$ cat config.mk
export PLATFORM = sky130hd
export DESIGN_NAME = vmr_top
export DESIGN_NICKNAME = d
export VERILOG_FILES = /design/src/core/vmr_pkg.sv /design/src/core/vmr_top.sv
export SDC_FILE = /design/constraint.sdc
export NUM_CORES = 1
export LEC_CHECK = 0
export BUFFER_PORTS_ARGS = -buffer_cell sky130_fd_sc_hd__buf_4
export CELL_PAD_IN_SITES_DETAIL_PLACEMENT = 1
export CELL_PAD_IN_SITES_GLOBAL_PLACEMENT = 2
export CORE_ASPECT_RATIO = 0.6
export CORE_MARGIN = 2
export CORE_UTILIZATION = 25
export CTS_CLUSTER_DIAMETER = 150
export DETAILED_ROUTE_END_ITERATION = 8
export PLACE_DENSITY_LB_ADDON = 0.2
export SYNTH_ARGS = -nofsm -noshare
export SYNTH_HDL_FRONTEND = slang
export SYNTH_SLANG_ARGS = --single-unit
$ cat constraint.sdc
create_clock -name mclk -period 3.55 [get_ports mclk]
set_input_delay 0.5325 -clock mclk [delete_from_list [all_inputs] [get_ports mclk]]
set_output_delay 0.5325 -clock mclk [all_outputs]
set_load 0.1 [all_outputs]
$ cat src/core/vmr_pkg.sv
// constants for the video mode register port
package vmr_pkg;
    localparam logic [3:0] OFS_MODE = 4'h3;
    localparam logic [3:0] OFS_CIDX = 4'h4;
    localparam logic [3:0] OFS_CDAT = 4'h5;
    localparam logic [3:0] OFS_DIDX = 4'h6;
    localparam logic [3:0] OFS_DDAT = 4'h7;
    localparam logic [3:0] OFS_COLOR = 4'h9;
    localparam logic [7:0] MODE_RESET = 8'h00;
    localparam logic [7:0] COLOR_RESET = 8'h8a;
    localparam logic [4:0] PTR_RESET = 5'h00;
    localparam logic [4:0] PASS_LO = 5'h0c;
    localparam logic [4:0] PASS_HI = 5'h11;
    localparam logic [3:0] WINDOW_INDEX = 4'h7;
    localparam int MB_TEXT80 = 0;
    localparam int MB_GFX = 1;
    localparam int MB_BW_BG = 2;
    localparam int MB_TXT_EN = 3;
    localparam int MB_HIRES = 4;
    localparam int MB_BLINK = 5;
    localparam int MB_WIN = 6;
    localparam int MB_BMP_EN = 7;
    localparam int CB_INTENS = 4;
    localparam int CB_BLUE = 5;
    localparam int CB_SYNC = 7;
    typedef enum logic [1:0] {VMR_JMP_MONO, VMR_JMP_COLOR, VMR_JMP_DUAL} vmr_jumper_t;
endpackage

$ cat src/core/vmr_top.sv
// host port register bank with controller write path and plane mixing
`timescale 1ns/1ps
module vmr_top
(
    // clock and reset
    input wire logic mclk,
    input wire logic rst,
    // host i/o write port
    input wire logic io_wr,
    input wire logic io_mono_base,
    input wire logic [3:0] io_addr,
    input wire logic [7:0] io_wdata,
    // board straps
    input wire logic [1:0] emulation_select_jumper,
    input wire logic lut_program,
    // substitution table
    input wire logic [7:0] tbl_value [0:17],
    input wire logic [17:0] tbl_valid,
    // pixel inputs
    input wire logic [3:0] bmp_index,
    input wire logic txt_fg,
    input wire logic [3:0] txt_fg_color,
    input wire logic [3:0] txt_bg_color,
    input wire logic pixel_red_select,
    input wire logic pixel_green_select,
    // character controller write port
    output logic crtc_wr,
    output logic [4:0] crtc_addr,
    output logic [7:0] crtc_wdata,
    // control outputs
    output logic [7:0] mode_out,
    output logic [7:0] color_out,
    output logic emul_mono,
    output logic text80,
    output logic graphics,
    output logic bitmap_en,
    output logic text_video_en,
    output logic text_run,
    output logic [3:0] lut_index,
    output logic lut_index_valid,
    output logic [3:0] pix_out
);
    logic [7:0] video_mode_select;
    logic [7:0] palette_and_sync_select;
    logic [4:0] compat_ptr;
    logic [4:0] direct_ptr;
    logic started;
    logic [3:0] next_pix;
    logic [3:0] cga_pix;
    logic win_hit;

    // address decode helper used by every write path
    function automatic logic hit(input logic [3:0] a, input logic [3:0] ofs);
        hit = (a == ofs);
    endfunction

    // substitution needed: listed register outside pass range with differing value
    function automatic logic subst(input logic [4:0] p, input logic [7:0] v,
                                   input logic [7:0] t, input logic ok);
        subst = ok && !(p >= vmr_pkg::PASS_LO && p <= vmr_pkg::PASS_HI) && (v != t);
    endfunction

    // pointers
    always_ff @(posedge mclk)
    begin
        if (rst)
        begin
            compat_ptr <= vmr_pkg::PTR_RESET;
            direct_ptr <= vmr_pkg::PTR_RESET;
        end
        else if (io_wr && hit(io_addr, vmr_pkg::OFS_CIDX))
            compat_ptr <= io_wdata[4:0];
        else if (io_wr && hit(io_addr, vmr_pkg::OFS_DIDX))
            direct_ptr <= io_wdata[4:0];
    end

    // controller write port, one pulse per data write
    always_ff @(posedge mclk)
    begin
        if (rst)
        begin
            crtc_wr <= 1'b0;
            crtc_addr <= vmr_pkg::PTR_RESET;
            crtc_wdata <= 8'h00;
        end
        else if (io_wr && hit(io_addr, vmr_pkg::OFS_CDAT))
        begin
            crtc_wr <= 1'b1;
            crtc_addr <= compat_ptr;
            // table index beyond 17 cannot be listed
            if (compat_ptr <= 5'h11 && subst(compat_ptr, io_wdata,
                    tbl_value[compat_ptr], tbl_valid[compat_ptr]))
                crtc_wdata <= tbl_value[compat_ptr];
            else
                crtc_wdata <= io_wdata;
        end
        else if (io_wr && hit(io_addr, vmr_pkg::OFS_DDAT))
        begin
            crtc_wr <= 1'b1;
            crtc_addr <= direct_ptr;
            crtc_wdata <= io_wdata;
        end
        else
            crtc_wr <= 1'b0;
    end

    // mode select and emulation choice
    always_ff @(posedge mclk)
    begin
        if (rst)
        begin
            video_mode_select <= vmr_pkg::MODE_RESET;
            emul_mono <= 1'b0;
        end
        else
        begin
            if (io_wr && hit(io_addr, vmr_pkg::OFS_MODE))
            begin
                video_mode_select <= io_wdata;
                if (emulation_select_jumper == 2'(vmr_pkg::VMR_JMP_DUAL))
                    emul_mono <= io_mono_base;
            end
            if (emulation_select_jumper == 2'(vmr_pkg::VMR_JMP_MONO))
                emul_mono <= 1'b1;
            else if (emulation_select_jumper == 2'(vmr_pkg::VMR_JMP_COLOR))
                emul_mono <= 1'b0;
        end
    end

    // color select; reset holds default color and sync bit high
    always_ff @(posedge mclk)
    begin
        if (rst)
            palette_and_sync_select <= vmr_pkg::COLOR_RESET;
        else if (io_wr && hit(io_addr, vmr_pkg::OFS_COLOR))
            palette_and_sync_select <= io_wdata;
    end

    // sync start latch: once cleared the text controller keeps running
    always_ff @(posedge mclk)
    begin
        if (rst)
            started <= 1'b0;
        else if (!palette_and_sync_select[vmr_pkg::CB_SYNC])
            started <= 1'b1;
    end

    // decoded controls, registered for clean outputs
    always_ff @(posedge mclk)
    begin
        if (rst)
        begin
            mode_out <= vmr_pkg::MODE_RESET;
            color_out <= vmr_pkg::COLOR_RESET;
            text80 <= 1'b0;
            graphics <= 1'b0;
            bitmap_en <= 1'b0;
            text_video_en <= 1'b0;
            text_run <= 1'b0;
            lut_index <= 4'h0;
            lut_index_valid <= 1'b0;
        end
        else
        begin
            mode_out <= video_mode_select;
            color_out <= palette_and_sync_select;
            text80 <= video_mode_select[vmr_pkg::MB_TEXT80];
            graphics <= video_mode_select[vmr_pkg::MB_GFX];
            bitmap_en <= video_mode_select[vmr_pkg::MB_BMP_EN];
            text_video_en <= video_mode_select[vmr_pkg::MB_TXT_EN];
            text_run <= started;
            lut_index <= palette_and_sync_select[3:0];
            // index only offered while the table loads, and then only with bitmap and window bits clear
            lut_index_valid <= lut_program && !video_mode_select[vmr_pkg::MB_BMP_EN]
                && !video_mode_select[vmr_pkg::MB_WIN];
        end
    end

    // compatible low-res palette: 00 background, else red/green plus blue plane
    always_comb
    begin
        if (!pixel_red_select && !pixel_green_select)
            cga_pix = palette_and_sync_select[3:0];
        else
            cga_pix = {palette_and_sync_select[vmr_pkg::CB_INTENS],
                       pixel_red_select, pixel_green_select,
                       palette_and_sync_select[vmr_pkg::CB_BLUE]};
    end

    assign win_hit = (bmp_index == vmr_pkg::WINDOW_INDEX);

    // pixel mixer; text memory is never touched here, only hidden
    always_comb
    begin
        next_pix = 4'h0;
        if (!started || !video_mode_select[vmr_pkg::MB_TXT_EN])
            next_pix = video_mode_select[vmr_pkg::MB_BMP_EN] ? bmp_index : 4'h0;
        else if (video_mode_select[vmr_pkg::MB_BMP_EN])
        begin
            if (video_mode_select[vmr_pkg::MB_WIN])
                next_pix = win_hit ? (txt_fg ? txt_fg_color : txt_bg_color) : bmp_index;
            else if (!video_mode_select[vmr_pkg::MB_BW_BG])
                next_pix = txt_fg ? txt_fg_color : bmp_index;
            else
                // text behind: bitmap wins unless it is background zero
                next_pix = (bmp_index != 4'h0) ? bmp_index
                    : (txt_fg ? txt_fg_color : 4'h0);
        end
        else if (video_mode_select[vmr_pkg::MB_GFX])
        begin
            if (video_mode_select[vmr_pkg::MB_HIRES])
                next_pix = pixel_green_select ? palette_and_sync_select[3:0] : 4'h0;
            else
                next_pix = cga_pix;
        end
        else if (emul_mono || video_mode_select[vmr_pkg::MB_BW_BG])
            next_pix = txt_fg ? palette_and_sync_select[3:0] : 4'h0;
        else if (video_mode_select[vmr_pkg::MB_BLINK])
            next_pix = txt_fg ? txt_fg_color : {1'b0, txt_bg_color[2:0]};
        else
            next_pix = txt_fg ? txt_fg_color : txt_bg_color;
    end

    // registered pixel output
    always_ff @(posedge mclk)
    begin
        if (rst)
            pix_out <= 4'h0;
        else
            pix_out <= next_pix;
    end
endmodule

---- Word level (Yosys, flattened, before mapping) ----
Cells that the tools add are included.
cells by class
  equality and inequality tests ........... 10
  magnitude comparators ................... 4
  reductions and logical operators ........ 29
  mux-type cells .......................... 34
  bitwise operators ....................... 2
operators with widths
  kind                                                   count
  2-to-1 mux 4 bit                                       18
  binary-select mux 8 bit (select 5 bit)                 1
  2-to-1 mux 8 bit                                       5
  equality test 4 x 3 -> 1 bit, second input constant    5
  logical AND 1 bit                                      13
  2-to-1 mux 5 bit                                       2
  inequality test 8 bit                                  1
  logical NOT 1 bit                                      7
  2-to-1 mux 1 bit                                       7
  >= comparator 6 bit, second input constant             1
  < comparator 5 x 6 -> 1 bit, second input constant     1
  NOT 5 -> 6 bit                                         1
  nonzero test 3 bit                                     2
  binary-select mux 1 bit (select 5 bit)                 1
  >= comparator 5 x 4 -> 1 bit, second input constant    1
  less-or-equal comparator 5 bit, second input constant  1
  equality test 4 x 2 -> 1 bit, second input constant    1
  equality test 4 bit, second input constant             1
  AND reduction 2 bit                                    2
  nonzero test 4 bit                                     1
  equality test 2 x 1 -> 1 bit, second input constant    1
  equality test 2 bit, second input constant             1
  logical NOT 2 bit                                      1
  logical OR 1 bit                                       2
  other kinds (2)                                        2
word-level totals
  flip-flop bits (word level) ............. 72
  input bits .............................. 196
  output and inout port bits .............. 45

---- Depth between registers and ports, before layout ----
Gate-level depths: netlist of run 1.
  depth in word-level cells ............... 9
  depth in mapped cells ................... 12
  depth with buffers taken out ............ 8

---- Least setup slack after synthesis of run 1 ----
Ideal clock, no wire load.
  kind .................................... reg2reg
  from .................................... register compat_ptr[0]
  to ...................................... register crtc_wdata[1]
  arrival time ............................ 2.624 ns
  buffers on the path ..................... 3
  data required time ...................... 3.474 ns
  setup slack ............................. 0.849 ns
  period minus slack after synthesis ...... 2.701 ns
  stages on the path, launching flop included .. 12
  path through ............................ dfxtp_1 > buf_6 > buf_2 > mux2i_1 > o22ai_1 > or4_1 > a221o_1 > nor4_4 > nand3_4 > and2_4 > buf_6 > o22ai_1
between the ends
  longest elaborated chain between the ends .. 9
  elaborated cells on any way between the ends .. 16
  those cells by class .................... order compare (2); eq/ne (1); mux (7); bitwise (1); reduce/logical (5)
ends and longest elaborated chain
  what                                                  RTL line                      RTL
  start, declared                                       vmr_top.sv:45                 logic [4:0] compat_ptr;
  start signal, assigned                                vmr_top.sv:68                 compat_ptr <= vmr_pkg::PTR_RESET;
  start signal, assigned                                vmr_top.sv:72                 compat_ptr <= io_wdata[4:0];
  NOT 5 -> 6 bit (not written as such)                  vmr_top.sv:92, vmr_top.sv:93
  binary-select mux 8 bit (select 5 bit)                vmr_top.sv:92, vmr_top.sv:93
  2-to-1 mux 8 bit (not written as such) (2 in series)  vmr_top.sv:92, vmr_top.sv:93
  inequality test 8 bit                                 vmr_top.sv:60                 subst = ok && !(p >= vmr_pkg::PASS_LO && p <= vmr_pkg::PASS_HI) && (v != t);
  logical AND 1 bit                                     vmr_top.sv:60
  logical AND 1 bit                                     vmr_top.sv:91                 if (compat_ptr <= 5'h11 && subst(compat_ptr, io_wdata,
  2-to-1 mux 8 bit *                                    vmr_top.sv:91
  2-to-1 mux 8 bit *                                    vmr_top.sv:86                 else if (io_wr && hit(io_addr, vmr_pkg::OFS_CDAT))
  end signal, assigned                                  vmr_top.sv:93                 crtc_wdata <= tbl_value[compat_ptr];
  end signal, assigned                                  vmr_top.sv:95                 crtc_wdata <= io_wdata;
  end signal, assigned                                  vmr_top.sv:101                crtc_wdata <= io_wdata;
  end, declared                                         vmr_top.sv:29                 output logic [7:0] crtc_wdata,
Mark *: on every way between the ends. The rest lies on a longest branch, timed or not. The select of a mux whose other input is x is not followed.
A chain may end at the register's enable or synchronous reset.

---- Final worst setup path of run 1 ----
  from .................................... register compat_ptr[0]
  to ...................................... register crtc_wdata[5]
Same word-level chain as after synthesis.

==> results of run 1 <==
sequential cells by signal, indices dropped and copies added (netlist names), 2 cells and up:
signal,count
color_out,8
crtc_wdata,8
mode_out,8
palette_and_sync_select,8
video_mode_select,8
compat_ptr,5
crtc_addr,5
direct_ptr,5
pix_out,4
lut_index,2
where the power goes:
| group | internal (mW) | total [mW] | leakage [nW] | switching [mW] |
|---|---|---|---|---|
| sequential | 0.754 | 0.767 | 0.536 | 0.0125 |
| clock | 0.515 | 0.868 | 0.146 | 0.353 |
| combinational | 0.240 | 0.475 | 2.10 | 0.235 |
| total | 1.51 | 2.11 | 2.78 | 0.600 |
area by class of cell:
type | count | area [sq um] | share of cell area
multi-input combinational | 362 | 2930 | 0.436
timing repair buffer | 245 | 1850 | 0.275
sequential | 66 | 1320 | 0.197
tap | 240 | 300 | 0.0447
clock buffer | 11 | 253 | 0.0376
clock inverter | 5 | 36.3 | 0.00540
inverter | 8 | 30.0 | 0.00447
path summary, 6_finish.rpt:
| path | startpoint | to | slack [ps] |
|---|---|---|---|
| max | compat_ptr[0]$_SDFFE_PP0P_ | crtc_wdata[5]$_SDFFE_PP0P_ | 310 |
| min | direct_ptr[2]$_SDFFE_PP0P_ | direct_ptr[2]$_SDFFE_PP0P_ | 460 |
| max reg2reg | compat_ptr[0]$_SDFFE_PP0P_ | crtc_wdata[5]$_SDFFE_PP0P_ | 310 |
| min reg2reg | direct_ptr[2]$_SDFFE_PP0P_ | direct_ptr[2]$_SDFFE_PP0P_ | 460 |
worst max-delay path, stage by stage, from the launching register on:
cell and delay, ps:
dfxtp_2 780, mux2i_1 440, o22ai_1 140, or4_1 530, a221o_1 400, nor4_4 200
nand3_4 190, a32oi_1 280, o22ai_1 120
cell usage in the layout (no fill, tap or decap), drive strengths merged, types with 3 or more instances in the layout:
master / synthesis / final
buf: 22 / 245
dfxtp: 66 / 66
nor2: 55 / 55
mux2i: 49 / 49
mux4: 30 / 30
nor2b: 24 / 24
a21oi: 24 / 24
nand2: 22 / 22
o22ai: 16 / 16
o21ai: 15 / 15
a22oi: 11 / 11
nand3: 11 / 11
clkbuf: 26 / 11
nand3b: 10 / 10
inv: 8 / 10
a211oi: 9 / 9
mux2: 7 / 7
nand2b: 7 / 7
a221oi: 6 / 6
or2: 6 / 6
a32oi: 5 / 5
and2: 5 / 5
nor3: 4 / 4
a211o: 4 / 4
a31oi: 3 / 3
o21a: 3 / 3
nand4b: 3 / 3
clkinv: 0 / 3
synth_stat cells (all sizes together) (7+ instances only):
library cell,number,area share
dfxtp,66,0.29
nand2b,7,0.0096
a211oi,9,0.015
nand3b,10,0.017
a22oi,11,0.018
buf,22,0.037
mux2i,49,0.11
nand2,22,0.018
a21oi,24,0.027
nor2b,24,0.033
mux2,7,0.017
nand3,11,0.015
mux4,30,0.15
clkbuf,26,0.022
inv,8,0.0066
o22ai,16,0.022
o21ai,15,0.017
nor2,55,0.045
metrics by stage:
step	instances	hold slack (ps)	cell area (sq um)	total power [mW]	setup slack, ps
2_1_floorplan	484	427	4550	1.02	849
3_3_place_gp	921	444	6430	1.25	438
3_5_place_dp	921	451	6430	1.26	327
4_1_cts	937	459	6720	2.13	318
5_1_grt	937	475	6720	2.20	81.8
6_report	937	459	6720	2.11	306
metal layers:
metal  global-route usage  vias to the layer above  routed length [microns]
met1                0.281                     2344                     9100
met3               0.0447                       16                     1050
met5                    0                        -                        0
met4               0.0334                        0                      189
met2                0.300                      134                     8210
li1                     -                     2242                        -
cell families after synthesis:
kind of cell	count (synthesis)
compound gates	116
simple gates	160
flops	66
buf+inv	56
mux	86
==> results.yml, run 1 <==
outcome:
  outcome: "finished, final reports clean"
synth:
  async_flop_share: 0
  ys_seq_area_frac: 0.291
  syn-num-nets: 680
  ys_ff_latch: 66
  synthMuxAreaShare: 0.282
  synth_edf_count: 0
  synth_top_family_by_area: "multiplexers"
  synth_fa_ha_area_frac: 0
  yosys.area_share.simple: 0.188
  synthCells: 484
  synth_xor_area_frac: 0
  synth_area_sq_um: 4550
  synth_compound_area_frac: 0.175
  yosys_warnings: 0
  ys_types: 63
  syn_avg_cell_area_sq_um: 9.39
  ys.flop_type: "dfxtp_1"
pwr:
  p_per_area_nw_per_um2: 314
  p_leak_nw: 2.78
  ir_drop_mv: 0.160
timing:
  fin_crit_sh: 0.914
  fmax_mhz: 308
  fin_tns_setup_ps: 0
  setup_viol: 0
  tightest_slew_ps: 750
  rsz0062_at_grt: "false"
  drv_slew: 0
  post-route-min-period_ps: 3240
  fin_skew_ps: 9.56
  hold_viol: 0
  relSlewSlack: 0.498
floorplan:
  initial_core_util: 0.254
  core_sq_um: 17900
  dieArea_sq_um: 19300
  die_y_microns: 108
  fp.dieW_microns: 178
  io_pins: 241
  rows: 38
global_route:
  antenna_found_initial: 1
  grt_max_degree: 75
  grt_pass1_vias: 5030
  grt-ovfl-total: 0
  grt_pass1_wl_microns: 28800
  grt_use_total: 0.195
clock_tree:
  clock_latency_ps: 330
  holdBufCountCts: 0
  cts_root_buffer: "clkbuf_16"
  htreeDepth: 3
  cts_setup_buffers: 0
  ctsResizeCount: 0
  cts_buffers: 9
  cts.sinks: 66
  cts_tree: "built"
  cts_buffer_depth: 2
  clk_pin_slew_ps: 60
routing:
  drt_first_pass_iters: 5
  drc_errors: 0
  drtAntennaViolNets: 0
  post_drt_via_cell_ratio: 5.05
  wl_microns: 18600
  first_iter_violations: 234
  vias: 4736
  wire_per_inst_microns: 19.8
critical_path:
  critPathLaunchType: "register"
  critPathKind: "register to register"
  rr_worst_depth: 8
  crit_fanout: 21
  endpoint_kind: "register"
  cp.required_ps: 3720
  crit_arrival_ps: 3420
final_layout:
  diodes: 0
  nFillCells: 2099
  drive_gt1_frac: 0.445
  nets: 888
  areaGrowthSynthToFinish_pct: 47.9
  fin_util: 0.375
worst_hold_path:
  whs_path_depth: 2
  hold_path.class: "register to register"
placement:
  io_buffers: 234
  place.gp.congestion: 0.839
  hpwl_microns: 15000
run:
  drv_cap: 0
No activity file was read; power rests on OpenSTA's default activity.
==> run 2: changes to the inputs <==
--- a/config.mk
+++ b/config.mk
@@ -8,11 +8,12 @@
 export BUFFER_PORTS_ARGS = -buffer_cell sky130_fd_sc_hd__buf_4
 export CELL_PAD_IN_SITES_DETAIL_PLACEMENT = 1
 export CELL_PAD_IN_SITES_GLOBAL_PLACEMENT = 2
-export CORE_ASPECT_RATIO = 0.6
+export CORE_ASPECT_RATIO = 1.5
 export CORE_MARGIN = 2
 export CORE_UTILIZATION = 25
 export CTS_CLUSTER_DIAMETER = 150
 export DETAILED_ROUTE_END_ITERATION = 8
+export GPL_ROUTABILITY_DRIVEN = 0
 export PLACE_DENSITY_LB_ADDON = 0.2
 export SYNTH_ARGS = -nofsm -noshare
 export SYNTH_HDL_FRONTEND = slang
==> run 2 against run 1 <==
Die area is essentially flat. Critical path depth grew 1. First-iteration DRC count shrank 15%. Non-clock buffer count shrank 1. Clock-buffer cell count shrank 2. Core utilization grew 0.18 points. Power grew 4.4%. Sequential power is essentially flat. Clock skew shrank 5.1 ps. Largest cell class unchanged. Highest routed layer unchanged.
==> results.yml, run 2 (same netlist as run 1, synthesis figures left out) <==
clock_tree:
  cts_buffer_depth: 2
  cts_setup_buffers: 0
  holdBufCountCts: 0
  cts_root_buffer: "clkbuf_16"
  cts_tree: "built"
  cts_buffers: 9
  cts.sinks: 66
  clock_latency_ps: 330
  ctsResizeCount: 0
  clk_pin_slew_ps: 60
  htreeDepth: 3
critical_path:
  critPathLaunchType: "register"
  path_cells: "buf_12 -> or4b_1 -> o21ai_0 -> a221oi_1 -> a2111oi_0 -> and4bb_1 -> nand3_4 -> a32oi_1 -> o22ai_1"
  timing.rr.end: "crtc_wdata[4]$_SDFFE_PP0P_"
  crit_fanout: 31
  crit_path_end: "crtc_wdata[4]$_SDFFE_PP0P_"
  crit_arrival_ps: 3330
  endpoint_kind: "register"
  crit_buf_inv: 1
  rr_worst_depth: 9
  crit_family: "simple AND/OR/NAND/NOR gates"
  cp_slowest_cell: "or4b_1"
  r2r-start: "compat_ptr[2]$_SDFFE_PP0P_"
  setup.worst_path.start: "compat_ptr[2]$_SDFFE_PP0P_"
  max_stage_delay_ps: 800
  critPathKind: "register to register"
  cp.required_ps: 3730
  r2r_slack_ps: 390
  crit_cells: 9
timing:
  relSlewSlack: 0.366
  fin_crit_sh: 0.889
  tightest_slew_ps: 944
  post-route-min-period_ps: 3160
  fmax_mhz: 317
  setup_viol: 0
  fin_tns_setup_ps: 0
  hold_viol: 0
  fin_skew_ps: 4.43
  rsz0062_at_grt: "false"
  timing.hold.ws_ps: 458
  drv_slew: 0
run:
  drv_cap: 0
routing:
  drc_errors: 0
  drtAntennaViolNets: 0
  wire_per_inst_microns: 19.3
  first_iter_violations: 200
  vias: 4655
  drt_first_pass_iters: 4
  post_drt_via_cell_ratio: 5.10
  wl_microns: 17600
floorplan:
  io_pins: 241
  rows: 60
  dieArea_sq_um: 19300
  core_sq_um: 17900
  initial_core_util: 0.254
  fp.dieW_microns: 114
  die_y_microns: 169
placement:
  hpwl_microns: 14600
  dpl_cell_area_sq_um: 6410
  io_buffers: 234
  dp_cells: 897
final_layout:
  fin_area_sq_um: 6740
  diodes: 0
  areaGrowthSynthToFinish_pct: 48.2
  final_cell_count_no_fill: 913
  regArea_sq_um: 1320
  multi_input_area_sq_um: 2930
  mostFrequentLayoutCells: "buf_4 (242), dfxtp_1 (64), nor2_1 (55)"
  mostFrequentLayoutCell: "buf_4"
  drive_gt1_frac: 0.444
  nets: 887
  nFillCells: 2096
global_route:
  grt_pass1_wl_microns: 26400
  grt_use_total: 0.175
  grt_pass1_vias: 5058
  grt_max_degree: 75
  antenna_found_initial: 0
  grt-ovfl-total: 0
pwr:
  p_leak_nw: 2.78
  p_per_area_nw_per_um2: 327
  ir_drop_mv: 0.205
outcome:
  outcome: "finished, final reports clean"
worst_hold_path:
  hold_path.class: "register to register"
==> run 2: cell types whose count changed in the layout (fill, tap and decap cells not counted) <==
cell / before / now
clkbuf_8: 2 / 0
clkinv_4: 1 / 0
buf_4: 244 / 242
inv_6: 2 / 3
clkinvlp_4: 0 / 1
clkinv_2: 2 / 1
bufinv_16: 0 / 2
buf_12: 1 / 2
==> run 2: worst min-delay path by stage <==
stage                                            start                         end  slack (ps)  cells after the start
2_1_floorplan  palette_and_sync_select[7]$_SDFFE_PP1P_        started$_SDFFE_PP0N_         430                      1
3_3_place_gp                direct_ptr[1]$_SDFFE_PP0P_  direct_ptr[1]$_SDFFE_PP0P_         440                      2
3_5_place_dp                direct_ptr[1]$_SDFFE_PP0P_  direct_ptr[1]$_SDFFE_PP0P_         450                      2
4_1_cts                     direct_ptr[1]$_SDFFE_PP0P_  direct_ptr[1]$_SDFFE_PP0P_         460                      2
5_1_grt                     emulation_select_jumper[0]      emul_mono$_SDFFE_PP0P_         470                      3
6_report                    direct_ptr[1]$_SDFFE_PP0P_  direct_ptr[1]$_SDFFE_PP0P_         460                      2
==> run 2: area by class of cell <==
cell class                 count  area share
multi-input combinational    362       0.435
timing repair buffer         244       0.276
sequential                    66       0.197
tap                          217      0.0403
clock buffer                   9      0.0334
clock inverter                 7      0.0147
inverter                       8     0.00446
==> run 2: metrics by stage <==
| step | worst slack (ps) | total power [mW] | utilization |
|---|---|---|---|
| final | 395 | 2.20 | 0.377 |
| after global routing | 259 | 2.30 | 0.377 |
| after CTS | 414 | 2.23 | 0.377 |
| after detailed placement | 422 | 1.26 | 0.359 |
| after global placement | 471 | 1.25 | 0.359 |
| after floorplan | 849 | 1.02 | - |
==> run 2: per-layer routing <==
metal / vias to the layer above / routed length [microns] / global-route usage
met5: - / 0 / 0
met4: 0 / 258 / 0.0419
met3: 17 / 1130 / 0.0446
met2: 193 / 10100 / 0.358
met1: 2219 / 6170 / 0.170
li1: 2226 / - / -
==> run 2: power breakdown <==
group	switching, mW	internal (mW)
Clock	0.344	0.621
Sequential	0.0111	0.755
Combinational	0.232	0.240
Total	0.587	1.62
==> run 2: worst register-to-register path, cell delays in order, from the launching register on <==
cell and delay, ps:
dfxtp_1 350, buf_12 180, or4b_1 810, o21ai_0 380, a221oi_1 100, a2111oi_0 370, and4bb_1 310, nand3_4 140
a32oi_1 250, o22ai_1 110
